===== src/rtl/flic_defines.vh =====
`ifndef FLIC_DEFINES_VH
`define FLIC_DEFINES_VH

// register byte offsets on the APB
`define FLIC_OFF_TCTRL    8'h00
`define FLIC_OFF_IEN      8'h04
`define FLIC_OFF_PRIO_LO  8'h08
`define FLIC_OFF_PRIO_HI  8'h0c
`define FLIC_OFF_XFLAG    8'h10
`define FLIC_OFF_XEN      8'h14
`define FLIC_OFF_XPRIO_LO 8'h18
`define FLIC_OFF_XPRIO_HI 8'h1c
`define FLIC_OFF_WDCTRL   8'h20
`define FLIC_OFF_STATUS   8'h24
`define FLIC_OFF_CTRL     8'h28

// timer control register fields
`define FLIC_TC_TF1       7
`define FLIC_TC_TF0       5
`define FLIC_TC_EXT1_FLAG 3
`define FLIC_TC_EXT1_EDGE 2
`define FLIC_TC_EXT0_FLAG 1
`define FLIC_TC_EXT0_EDGE 0

// enable register global bit, watchdog control fields, control register PMM bit
`define FLIC_IEN_GLOBAL   7
`define FLIC_WD_PF_EN     5
`define FLIC_WD_PF_FLAG   4
`define FLIC_WD_WD_FLAG   3
`define FLIC_CTRL_PMM     0

// reset values
`define FLIC_RST_BYTE     8'h00

// vector addresses
`define FLIC_VEC_PF       8'h33
`define FLIC_VEC_EXT0     8'h03
`define FLIC_VEC_TMR0     8'h0b
`define FLIC_VEC_EXT1     8'h13
`define FLIC_VEC_TMR1     8'h1b
`define FLIC_VEC_SER0     8'h23
`define FLIC_VEC_TMR2     8'h2b
`define FLIC_VEC_SER1     8'h3b
`define FLIC_VEC_EXT2     8'h43
`define FLIC_VEC_EXT3     8'h4b
`define FLIC_VEC_EXT4     8'h53
`define FLIC_VEC_EXT5     8'h5b
`define FLIC_VEC_WDOG     8'h63

// levels, sources, timing
`define FLIC_PF_LEVEL     3'd4
`define FLIC_NUM_SRC      13
`define FLIC_PMM_DIV      1024
`define FLIC_PMM_DIV_M1   10'h3ff
// pin idle levels: ext0/1/3/5 idle high (falling active), ext2/4 idle low
`define FLIC_PIN_IDLE     6'b101011

`endif


===== src/rtl/flic_top.v =====
// Function
// [RQ1] five levels 4..0; power-fail fixed at 4, others programmable 3..0
// [RQ2] each source vectors to its fixed address
// [RQ3] fixed natural order 0..12, power-fail first, watchdog last
// [RQ4] flags set regardless of enable; flag alone causes no interrupt
// [RQ5] timer 0/1 overflow flags cleared on vectoring
// [RQ6] edge-mode ext 0/1 flags cleared on vectoring; level mode tracks pin
// [RQ7] all other flags stay set until software clears them
// [RQ8] non power-fail sources need own enable and global enable
// [RQ9] power-fail gated only by its own enable
// [RQ10] level stays in service until return from interrupt
// [RQ11] preemption only by strictly higher level
// [RQ12] sample and arbitrate only in final memory cycle of instruction
// [RQ13] ext 0/1 active low; level mode requests while pin low
// [RQ14] edge mode sets flag on high then low successive samples
// [RQ15] far side holds each pin level at least two clocks
// [RQ16] level requests not latched; source must hold until serviced
// [RQ17] ext 2..5 edge only; 2,4 rising, 3,5 falling
// [RQ18] ext 2..5 flag means edge seen, not pin state
// [RQ19] power management samples edges every 1024 clocks
// [RQ20] equal level ties resolved by natural order
// [RQ21] forced call in cycle after selection unless blocked
// [RQ22] selection skipped after enable or priority register write
// [RQ23] hardware update beats simultaneous software write
// [RQ24] level from two priority bits, upper bit more significant
// [RQ25] dual-flag sources request while either flag set
`timescale 1ns/100ps
`include "flic_defines.vh"
module flic_top (
  input  wire        clk,
  input  wire        sys_rst,
  input  wire        psel,
  input  wire        penable,
  input  wire        pwrite,
  input  wire [7:0]  paddr,
  input  wire [31:0] pwdata,
  output reg  [31:0] prdata,
  output reg         pready,
  output reg         pslverr,
  input  wire        ext_pin_zero,
  input  wire        ext_pin_one,
  input  wire        ext_pin_two,
  input  wire        ext_pin_three,
  input  wire        ext_pin_four,
  input  wire        ext_pin_five,
  input  wire        pwrFailWarn,
  input  wire        timerZeroOvf,
  input  wire        timerOneOvf,
  input  wire        timer_two_overflow_flag,
  input  wire        timer_two_external_flag,
  input  wire        serial_zero_rx_flag,
  input  wire        serial_zero_tx_flag,
  input  wire        serial_one_rx_flag,
  input  wire        serial_one_tx_flag,
  input  wire        watchdogIrqEvt,
  input  wire        lastCycle,
  input  wire        return_from_isr,
  output reg         irqCall,
  output reg  [7:0]  irqVector,
  output reg  [4:0]  inService
);

  integer i;

  // =====================================================
  // decode helpers
  function [2:0] prioLevel;
    input hiBit;
    input loBit;
    begin
      prioLevel = {1'b0, hiBit, loBit}; // RQ24
    end
  endfunction

  function [7:0] vecOf;
    input [3:0] idx;
    begin
      case (idx) // RQ2
        4'd0:    vecOf = `FLIC_VEC_PF;
        4'd1:    vecOf = `FLIC_VEC_EXT0;
        4'd2:    vecOf = `FLIC_VEC_TMR0;
        4'd3:    vecOf = `FLIC_VEC_EXT1;
        4'd4:    vecOf = `FLIC_VEC_TMR1;
        4'd5:    vecOf = `FLIC_VEC_SER0;
        4'd6:    vecOf = `FLIC_VEC_TMR2;
        4'd7:    vecOf = `FLIC_VEC_SER1;
        4'd8:    vecOf = `FLIC_VEC_EXT2;
        4'd9:    vecOf = `FLIC_VEC_EXT3;
        4'd10:   vecOf = `FLIC_VEC_EXT4;
        4'd11:   vecOf = `FLIC_VEC_EXT5;
        default: vecOf = `FLIC_VEC_WDOG;
      endcase
    end
  endfunction

  // =====================================================
  // registers
  reg [7:0] tctrl_q;
  reg [7:0] ien_q;
  reg [7:0] prioLo_q;
  reg [7:0] prioHi_q;
  reg [7:0] xflag_q;
  reg [7:0] xen_q;
  reg [7:0] xprioLo_q;
  reg [7:0] xprioHi_q;
  reg [7:0] wdctrl_q;
  reg [7:0] ctrl_q;
  reg       skipSel_q;
  reg [9:0] divCnt_q;
  reg       sampleEn_q;

  reg [7:0] tctrl_d;
  reg [7:0] xflag_d;
  reg [7:0] wdctrl_d;

  // =====================================================
  // apb decode
  wire       wrEn   = psel & penable & pwrite & pready;
  wire [7:0] wrByte = pwdata[7:0];
  wire       wrTc   = wrEn & (paddr == `FLIC_OFF_TCTRL);
  wire       wrXf   = wrEn & (paddr == `FLIC_OFF_XFLAG);
  wire       wrWd   = wrEn & (paddr == `FLIC_OFF_WDCTRL);
  wire       wrCfg  = wrEn & ((paddr == `FLIC_OFF_IEN) | (paddr == `FLIC_OFF_XEN) |
                              (paddr == `FLIC_OFF_PRIO_LO) | (paddr == `FLIC_OFF_PRIO_HI) |
                              (paddr == `FLIC_OFF_XPRIO_LO) | (paddr == `FLIC_OFF_XPRIO_HI));

  reg [31:0] rdMux;
  reg        rdErr;
  always @* begin
    rdErr = 1'b0;
    case (paddr)
      `FLIC_OFF_TCTRL:    rdMux = {24'h000000, tctrl_q};
      `FLIC_OFF_IEN:      rdMux = {24'h000000, ien_q};
      `FLIC_OFF_PRIO_LO:  rdMux = {24'h000000, prioLo_q};
      `FLIC_OFF_PRIO_HI:  rdMux = {24'h000000, prioHi_q};
      `FLIC_OFF_XFLAG:    rdMux = {24'h000000, xflag_q};
      `FLIC_OFF_XEN:      rdMux = {24'h000000, xen_q};
      `FLIC_OFF_XPRIO_LO: rdMux = {24'h000000, xprioLo_q};
      `FLIC_OFF_XPRIO_HI: rdMux = {24'h000000, xprioHi_q};
      `FLIC_OFF_WDCTRL:   rdMux = {24'h000000, wdctrl_q};
      `FLIC_OFF_STATUS:   rdMux = {16'h0000, irqVector, 3'h0, inService};
      `FLIC_OFF_CTRL:     rdMux = {24'h000000, ctrl_q};
      default: begin
        rdMux = 32'h00000000;
        rdErr = 1'b1;
      end
    endcase
  end

  // no wait state: data captured in setup, ready in first access cycle
  always @(posedge clk) begin
    if (sys_rst) begin
      pready  <= 1'b0;
      prdata  <= 32'h00000000;
      pslverr <= 1'b0;
    end else begin
      pready  <= psel & ~penable;
      prdata  <= (psel & ~penable & ~pwrite) ? rdMux : 32'h00000000;
      pslverr <= psel & ~penable & rdErr;
    end
  end

  // =====================================================
  // power management sample divider
  always @(posedge clk) begin
    if (sys_rst) begin
      divCnt_q   <= 10'h000;
      sampleEn_q <= 1'b0;
    end else if (ctrl_q[`FLIC_CTRL_PMM]) begin
      divCnt_q   <= divCnt_q + 10'h001;
      sampleEn_q <= (divCnt_q == `FLIC_PMM_DIV_M1); // RQ19
    end else begin
      divCnt_q   <= 10'h000;
      sampleEn_q <= 1'b1;
    end
  end

  // =====================================================
  // external pin sampling
  wire [5:0] pinAsync = {ext_pin_five, ext_pin_four, ext_pin_three,
                         ext_pin_two, ext_pin_one, ext_pin_zero};
  wire [5:0] pinLevel;
  wire [5:0] pinRise;
  wire [5:0] pinFall;
  localparam [5:0] PIN_IDLE = `FLIC_PIN_IDLE;

  genvar g;
  generate
    for (g = 0; g < 6; g = g + 1) begin : gPin
      flic_edge_detect #(
        .IDLE (PIN_IDLE[g])
      ) uEdge (
        .clk      (clk),
        .sys_rst  (sys_rst),
        .pinAsync (pinAsync[g]),
        .sampleEn (sampleEn_q),
        .pinLevel (pinLevel[g]),
        .riseEvt  (pinRise[g]),
        .fallEvt  (pinFall[g])
      );
    end
  endgenerate

  // ext2/4 rising, ext3/5 falling
  wire [3:0] xEdge = {pinFall[5], pinRise[4], pinFall[3], pinRise[2]}; // RQ17

  // =====================================================
  // request vector and levels
  wire [12:0] flagVec;
  wire [12:0] enVec;
  wire [12:0] hiBits = {xprioHi_q[4:0], prioHi_q[6:0], 1'b0};
  wire [12:0] loBits = {xprioLo_q[4:0], prioLo_q[6:0], 1'b0};
  wire [38:0] lvlFlat;
  wire        gEn = ien_q[`FLIC_IEN_GLOBAL];

  assign flagVec = {wdctrl_q[`FLIC_WD_WD_FLAG], xflag_q[7:4],
                    serial_one_rx_flag | serial_one_tx_flag, // RQ25
                    timer_two_overflow_flag | timer_two_external_flag,
                    serial_zero_rx_flag | serial_zero_tx_flag,
                    tctrl_q[`FLIC_TC_TF1], tctrl_q[`FLIC_TC_EXT1_FLAG],
                    tctrl_q[`FLIC_TC_TF0], tctrl_q[`FLIC_TC_EXT0_FLAG],
                    wdctrl_q[`FLIC_WD_PF_FLAG]};

  assign enVec = {{12{gEn}} & {xen_q[4:0], ien_q[6:0]}, // RQ8
                  wdctrl_q[`FLIC_WD_PF_EN]};            // RQ9

  generate
    for (g = 0; g < 13; g = g + 1) begin : gLvl
      if (g == 0) begin : gPf
        assign lvlFlat[2:0] = `FLIC_PF_LEVEL; // RQ1
      end else begin : gProg
        assign lvlFlat[3*g +: 3] = prioLevel(hiBits[g], loBits[g]); // RQ1
      end
    end
  endgenerate

  wire [12:0] reqVec = flagVec & enVec; // RQ4

  // =====================================================
  // arbitration
  reg [2:0] bestLvl;
  reg [3:0] bestIdx;
  reg       found;
  reg [2:0] svcLvl;
  reg       svcAny;
  always @* begin
    bestLvl = 3'd0;
    bestIdx = 4'd0;
    found   = 1'b0;
    // lower index scanned last so it wins ties
    for (i = 12; i >= 0; i = i - 1) begin
      if (reqVec[i] && (!found || lvlFlat[3*i +: 3] >= bestLvl)) begin // RQ3 RQ20
        bestLvl = lvlFlat[3*i +: 3];
        bestIdx = i[3:0];
        found   = 1'b1;
      end
    end
    svcLvl = 3'd0;
    svcAny = 1'b0;
    for (i = 0; i < 5; i = i + 1) begin
      if (inService[i]) begin
        svcLvl = i[2:0];
        svcAny = 1'b1;
      end
    end
  end

  wire preemptOk = ~svcAny | (bestLvl > svcLvl); // RQ11
  // a config write in the evaluation cycle itself also skips it
  wire evalNow   = lastCycle & ~skipSel_q & ~wrCfg & ~return_from_isr; // RQ12 RQ22
  wire takeIrq   = evalNow & found & preemptOk; // RQ21

  // =====================================================
  // call, vector and in-service tracking
  reg [4:0] svcClr;
  always @* begin
    svcClr = 5'h00;
    if (lastCycle & return_from_isr & svcAny) begin
      svcClr[svcLvl] = 1'b1; // RQ10
    end
  end

  always @(posedge clk) begin
    if (sys_rst) begin
      irqCall   <= 1'b0;
      irqVector <= 8'h00;
      inService <= 5'h00;
      skipSel_q <= 1'b0;
    end else begin
      irqCall <= takeIrq; // RQ21
      if (takeIrq) begin
        irqVector <= vecOf(bestIdx); // RQ2
      end
      inService <= (inService & ~svcClr) | ({4'h0, takeIrq} << bestLvl); // RQ10
      if (lastCycle) begin
        skipSel_q <= 1'b0;
      end else if (wrCfg) begin
        skipSel_q <= 1'b1; // RQ22
      end
    end
  end

  // =====================================================
  // flag updates: software write, vector clear, hardware set last
  wire ackT0 = takeIrq & (bestIdx == 4'd2);
  wire ackT1 = takeIrq & (bestIdx == 4'd4);
  wire ackX0 = takeIrq & (bestIdx == 4'd1);
  wire ackX1 = takeIrq & (bestIdx == 4'd3);

  always @* begin
    tctrl_d = tctrl_q;
    if (wrTc) begin
      tctrl_d = wrByte;
    end
    if (ackT0) begin
      tctrl_d[`FLIC_TC_TF0] = 1'b0; // RQ5
    end
    if (ackT1) begin
      tctrl_d[`FLIC_TC_TF1] = 1'b0; // RQ5
    end
    if (ackX0 & tctrl_q[`FLIC_TC_EXT0_EDGE]) begin
      tctrl_d[`FLIC_TC_EXT0_FLAG] = 1'b0; // RQ6
    end
    if (ackX1 & tctrl_q[`FLIC_TC_EXT1_EDGE]) begin
      tctrl_d[`FLIC_TC_EXT1_FLAG] = 1'b0; // RQ6
    end
    if (timerZeroOvf) begin
      tctrl_d[`FLIC_TC_TF0] = 1'b1; // RQ4 RQ23
    end
    if (timerOneOvf) begin
      tctrl_d[`FLIC_TC_TF1] = 1'b1; // RQ23
    end
    if (tctrl_q[`FLIC_TC_EXT0_EDGE]) begin
      if (pinFall[0]) begin
        tctrl_d[`FLIC_TC_EXT0_FLAG] = 1'b1; // RQ14 RQ23
      end
    end else begin
      tctrl_d[`FLIC_TC_EXT0_FLAG] = ~pinLevel[0]; // RQ6 RQ13 RQ16
    end
    if (tctrl_q[`FLIC_TC_EXT1_EDGE]) begin
      if (pinFall[1]) begin
        tctrl_d[`FLIC_TC_EXT1_FLAG] = 1'b1; // RQ14
      end
    end else begin
      tctrl_d[`FLIC_TC_EXT1_FLAG] = ~pinLevel[1]; // RQ13
    end
  end

  always @* begin
    xflag_d = xflag_q;
    if (wrXf) begin
      xflag_d[7:4] = wrByte[7:4]; // RQ7
    end
    xflag_d[7:4] = xflag_d[7:4] | xEdge; // RQ18 RQ23
    wdctrl_d = wdctrl_q;
    if (wrWd) begin
      wdctrl_d = wrByte;
    end
    if (pwrFailWarn) begin
      wdctrl_d[`FLIC_WD_PF_FLAG] = 1'b1; // RQ7 RQ23
    end
    if (watchdogIrqEvt) begin
      wdctrl_d[`FLIC_WD_WD_FLAG] = 1'b1; // RQ23
    end
  end

  // =====================================================
  // register storage
  always @(posedge clk) begin
    if (sys_rst) begin
      tctrl_q   <= `FLIC_RST_BYTE;
      ien_q     <= `FLIC_RST_BYTE;
      prioLo_q  <= `FLIC_RST_BYTE;
      prioHi_q  <= `FLIC_RST_BYTE;
      xflag_q   <= `FLIC_RST_BYTE;
      xen_q     <= `FLIC_RST_BYTE;
      xprioLo_q <= `FLIC_RST_BYTE;
      xprioHi_q <= `FLIC_RST_BYTE;
      wdctrl_q  <= `FLIC_RST_BYTE;
      ctrl_q    <= `FLIC_RST_BYTE;
    end else begin
      tctrl_q  <= tctrl_d;
      xflag_q  <= {xflag_d[7:4], 4'h0};
      wdctrl_q <= {2'b00, wdctrl_d[5:3], 3'b000};
      if (wrEn) begin
        case (paddr)
          `FLIC_OFF_IEN:      ien_q     <= wrByte;
          `FLIC_OFF_PRIO_LO:  prioLo_q  <= {1'b0, wrByte[6:0]};
          `FLIC_OFF_PRIO_HI:  prioHi_q  <= {1'b0, wrByte[6:0]};
          `FLIC_OFF_XEN:      xen_q     <= {3'b000, wrByte[4:0]};
          `FLIC_OFF_XPRIO_LO: xprioLo_q <= {3'b000, wrByte[4:0]};
          `FLIC_OFF_XPRIO_HI: xprioHi_q <= {3'b000, wrByte[4:0]};
          `FLIC_OFF_CTRL:     ctrl_q    <= {7'h00, wrByte[0]};
          default:            ctrl_q    <= ctrl_q;
        endcase
      end
    end
  end

endmodule


===== src/rtl/flic_edge_detect.v =====
`timescale 1ns/100ps
module flic_edge_detect #(
  parameter IDLE = 1'b1
) (
  input  wire clk,
  input  wire sys_rst,
  input  wire pinAsync,
  input  wire sampleEn,
  output wire pinLevel,
  output wire riseEvt,
  output wire fallEvt
);

  reg sync1_q;
  reg sync2_q;
  reg sync3_q;
  reg stable_q;
  reg prev_q;

  // =====================================================
  // synchroniser and stable level
  always @(posedge clk) begin
    if (sys_rst) begin
      sync1_q  <= IDLE;
      sync2_q  <= IDLE;
      sync3_q  <= IDLE;
      stable_q <= IDLE;
      prev_q   <= IDLE;
    end else begin
      sync1_q <= pinAsync;
      sync2_q <= sync1_q;
      sync3_q <= sync2_q;
      if (sync2_q == sync3_q) begin
        stable_q <= sync3_q;
      end
      if (sampleEn) begin
        prev_q <= stable_q;
      end
    end
  end

  // =====================================================
  // edge seen between two successive samples
  assign pinLevel = stable_q;
  assign riseEvt  = sampleEn & stable_q & ~prev_q;
  assign fallEvt  = sampleEn & ~stable_q & prev_q;

endmodule


===== config.mk =====
export PLATFORM = sky130hd
export DESIGN_NAME = flic_top
export DESIGN_NICKNAME = d
export VERILOG_FILES = /design/src/rtl/flic_top.v /design/src/rtl/flic_edge_detect.v
export VERILOG_INCLUDE_DIRS = /design/src /design/src/rtl
export SDC_FILE = /design/constraint.sdc
export NUM_CORES = 1
export LEC_CHECK = 0
export BUFFER_PORTS_ARGS = -buffer_cell sky130_fd_sc_hd__buf_2
export CAP_MARGIN = 0
export CELL_PAD_IN_SITES_DETAIL_PLACEMENT = 0
export CELL_PAD_IN_SITES_GLOBAL_PLACEMENT = 1
export CORE_MARGIN = 4
export CORE_UTILIZATION = 45
export DETAILED_ROUTE_END_ITERATION = 12
export PLACE_DENSITY_LB_ADDON = 0.15
export SYNTH_ARGS = -nofsm -noshare
export SYNTH_HDL_FRONTEND = slang
export SYNTH_SLANG_ARGS = --single-unit

===== constraint.sdc =====
create_clock -name clk -period 51.2 [get_ports clk]
set_clock_uncertainty 0.15 [all_clocks]
set_input_delay 10.24 -clock clk [delete_from_list [all_inputs] [get_ports clk]]
set_output_delay 10.24 -clock clk [all_outputs]
set_load 0.01 [all_outputs]

==> impl_metrics.py <==
metrics = {
    "yosys": {
        "avgSynthCellArea_sq_um": 8.229,
        "ys_types": 76,
        "synth-seq-cells": 121,
        "synthArstFlopShare_pct": 0,
        "yosys_most_used_dff": "dfxtp_1",
        "yosysWarningCount": 0,
        "synthCells": 783,
        "synth_edf_count": 0,
        "yosysSeqAreaShare_pct": 37.59,
        "netlist_area_sq_mm": 0.006444,
    },
    "final_layout": {
        "drive_above_1_share_pct": 16.39,
        "fill_cells": 1310,
        "layout.area.seq_sq_mm": 0.002422,
        "stdcell_area_sq_mm": 0.007373,
        "syn2layout_area_growth_pct": 14.43,
        "finalNetCount": 927,
        "antenna_cells": 0,
        "multi_input_area_sq_mm": 0.003692,
    },
    "flow_run": {
        "maxCapViolCount": 0,
    },
    "detailed_routing": {
        "finalWirelength_mm": 19.08,
        "via_per_inst": 5.849,
        "drtIter0Drc": 544,
        "via_count": 6013,
        "routed_wire_length_per_instance_um": 18.56,
        "remaining_drc_errors": 0,
        "firstDrtPassIters": 5,
        "ant_nets": 0,
    },
    "grt": {
        "overflow": 0,
        "grt_pass1_vias": 5872,
        "grt_pass1_wl_mm": 30.32,
        "grt_max_degree": 68,
        "gr-usage-all-layers_pct": 23.56,
        "antenna_found_initial": 0,
    },
    "power_and_ir_drop": {
        "swShare_pct": 21.42,
        "fin_total_pwr_uw": 214.4,
        "pwr-share-comb_pct": 3.2,
        "vdd_drop_max_mv": 0.02254,
        "switchingPower_uw": 45.92,
        "clockPowerShare_pct": 52.1,
        "p_leak_uw": 0.002780,
        "intPower_uw": 168.5,
        "power.density_mw_per_mm2": 29.08,
        "sequentialPowerShare_pct": 44.8,
    },
    "clocking": {
        "cts_tree": "built",
        "h-tree-depth": 4,
        "post_cts_buffers": 0,
        "cts-root-buf": "clkbuf_16",
        "clk_pin_slew_ns": 0.05,
        "cts_buffers": 17,
        "numClockSinks": 121,
        "clkLatencyLatePin_ns": 0.41,
        "clock_path_buffers": 2,
        "cts-resized-gates": 0,
        "hold_buffers": 0,
    },
    "place": {
        "portBuffers": 66,
        "place_area_sq_mm": 0.006817,
        "dp_slack_ns": 29.18,
        "place_congestion": 0.8943,
        "dp.final_hpwl_mm": 14.16,
    },
    "critical_path": {
        "crit_fanout": 12,
        "crit_path_start_kind": "input pin",
        "rrSetupSlack_ns": 33.40,
        "critPathKind": "input pin to flip-flop",
        "rr_worst_depth": 81,
        "max_stage_delay_ns": 0.55,
        "end_kind": "flip-flop",
        "critPathArrivalTime_ns": 21.85,
        "cp.required_ns": 51.34,
        "crit_top_cell": "a21oi_1",
        "worst_path_max_delay_cell": "a21oi_1",
    },
    "die": {
        "ios": 111,
        "die_h_um": 127.7,
        "dieWidth_um": 127.7,
        "initial_core_util_pct": 46.24,
        "core_area_sq_mm": 0.01393,
        "dieArea_sq_mm": 0.01630,
        "rows": 43,
    },
    "timing": {
        "hold_viol": 0,
        "max_freq_ghz": 0.04607,
        "maxSlewViolCount": 0,
        "tns_ns": 0,
        "finalWorstSetupSlack_ns": 29.49,
        "rsz0062_at_grt": "false",
        "slew_headroom_pct": 17.07,
        "tightest_slew_ns": 1.239,
        "finalSetupViolations": 0,
        "hold_slack_ns": 0.2570,
        "fin_crit_sh_pct": 42.40,
        "min_period_ns": 21.71,
    },
    "worst_hold_path": {
        "hold_depth": 1,
        "hold_path.class": "flip-flop to flip-flop",
    },
    "outcome": {
        "status": "finished, final reports clean",
    },
}
-- worst max-delay path: cells and delay by family --
family / cells / cell delay (ns)
AOI/OAI and AO/OA: 32 / 6.84
adders and majority gates: 7 / 1.90
buffers and inverters: 3 / 0.28
and+or+nand+nor: 15 / 2.60
-- cell usage in the layout, fill, tap and decap left out, types with 11 or more instances in the layout --
master | synthesis | routed
clkbuf_16 | 0 | 17
nor2_1 | 51 | 51
ha_1 | 27 | 27
dfxtp_1 | 121 | 121
a31oi_1 | 13 | 13
nor3_1 | 13 | 13
nand2b_1 | 14 | 14
or2_2 | 16 | 16
conb_1 | 1 | 20
nand2_1 | 99 | 99
inv_1 | 26 | 26
a21oi_1 | 81 | 81
o21ai_0 | 23 | 23
nand3_1 | 60 | 60
mux2i_1 | 14 | 14
a22oi_1 | 17 | 17
buf_2 | 1 | 66
and2_1 | 11 | 11
-- registers in the layout, indices dropped and copies added (netlist names), 6 cells and up --
signal and count:
divCnt_q 10, gPin.uEdge.pinLevel 6, prdata 13, prioLo_q 7, ien_q 8, gPin.uEdge.sync3_q 6, gPin.uEdge.sync2_q 6, gPin.uEdge.sync1_q 6
gPin.uEdge.prev_q 6, tctrl_q 8, prioHi_q 7
-- power by group through the flow --
stage | Clock (uW) | Combinational [uW] | Sequential, uW
2_1_floorplan | 0 | 4.75 | 97.6
3_3_place_gp | 0 | 6.59 | 97.9
3_5_place_dp | 0 | 6.70 | 98.0
4_1_cts | 113 | 6.72 | 96.0
5_1_grt | 118 | 7.47 | 96.0
6_report | 112 | 6.80 | 96.0
-- area by class of cell --
class / count / area share (%)
flip-flops and latches: 121 / 32.85
well taps: 180 / 3.054
clock inverters: 7 / 0.9333
repair buffers: 72 / 5.091
inverters: 27 / 1.375
multi-input cells: 598 / 50.08
clock buffers: 23 / 6.618
-- metrics by stage --
step	instances	util [%]
after floorplan	802	-
after global placement	998	48.92
after global routing	1028	52.91
after detailed placement	998	48.92
after CTS	1028	52.91
final	1028	52.91
-- routing by layer --
layer / track usage, % / wire length (um)
met3: 4.208 / 1179
met2: 38.46 / 8842
met5: 0 / 0
met4: 9.114 / 546
met1: 31.12 / 8506
-- cells by family (layout without fill, tap and decap cells) --
logic type | after synthesis | after routing | share of synthesized area [%]
AO/OA/AOI/OAI | 217 | 217 | 23.24
XOR/XNOR | 5 | 5 | 0.6796
adder cells (fa/ha/maj) | 27 | 27 | 5.243
buffers and inverters | 83 | 129 | 6.311
flip-flops | 121 | 121 | 37.59
multiplexers | 17 | 17 | 2.699
other | 1 | 20 | 0.05820
AND/OR/NAND/NOR | 312 | 312 | 24.18
-- cells in the mapped netlist, types with 4 or more instances --
| cell type | instances | area, sq um |
|---|---|---|
| a221oi_1 | 6 | 52.55 |
| o21ai_0 | 23 | 115.1 |
| mux2i_1 | 14 | 140.1 |
| o211ai_1 | 6 | 45.04 |
| a31oi_1 | 13 | 81.33 |
| nor2_1 | 51 | 191.4 |
| nand3_1 | 60 | 300.3 |
| o31ai_1 | 5 | 37.54 |
| nand2_1 | 99 | 371.6 |
| inv_1 | 26 | 97.59 |
| ha_1 | 27 | 337.8 |
| a222oi_1 | 4 | 40.04 |
| nand2b_1 | 14 | 87.58 |
| nor2b_1 | 8 | 50.05 |
| xor2_1 | 4 | 35.03 |
| and3_1 | 8 | 50.05 |
| o21a_1 | 6 | 45.04 |
| buf_4 | 23 | 172.7 |
| dfxtp_1 | 121 | 2422 |
| a211oi_1 | 8 | 60.06 |
| a22o_1 | 5 | 43.79 |
| nand4_1 | 5 | 31.28 |
| a22oi_1 | 17 | 127.6 |
| or3_1 | 5 | 31.28 |
| and2_1 | 11 | 68.82 |
| nor3_1 | 13 | 65.06 |
| nand3b_1 | 6 | 45.04 |
| or2_2 | 16 | 100.1 |
| clkbuf_1 | 29 | 108.9 |
| a21oi_1 | 81 | 405.4 |
-- final timing paths --
kind                              start               endpoint
setup / recovery     serial_one_tx_flag             tctrl_q[1]
hold / removal    gPin[3].uEdge.sync1_q  gPin[3].uEdge.sync2_q
setup reg to reg            wdctrl_q[3]             tctrl_q[1]
hold reg to reg   gPin[3].uEdge.sync1_q  gPin[3].uEdge.sync2_q
Power figures use the tool's default switching activity.
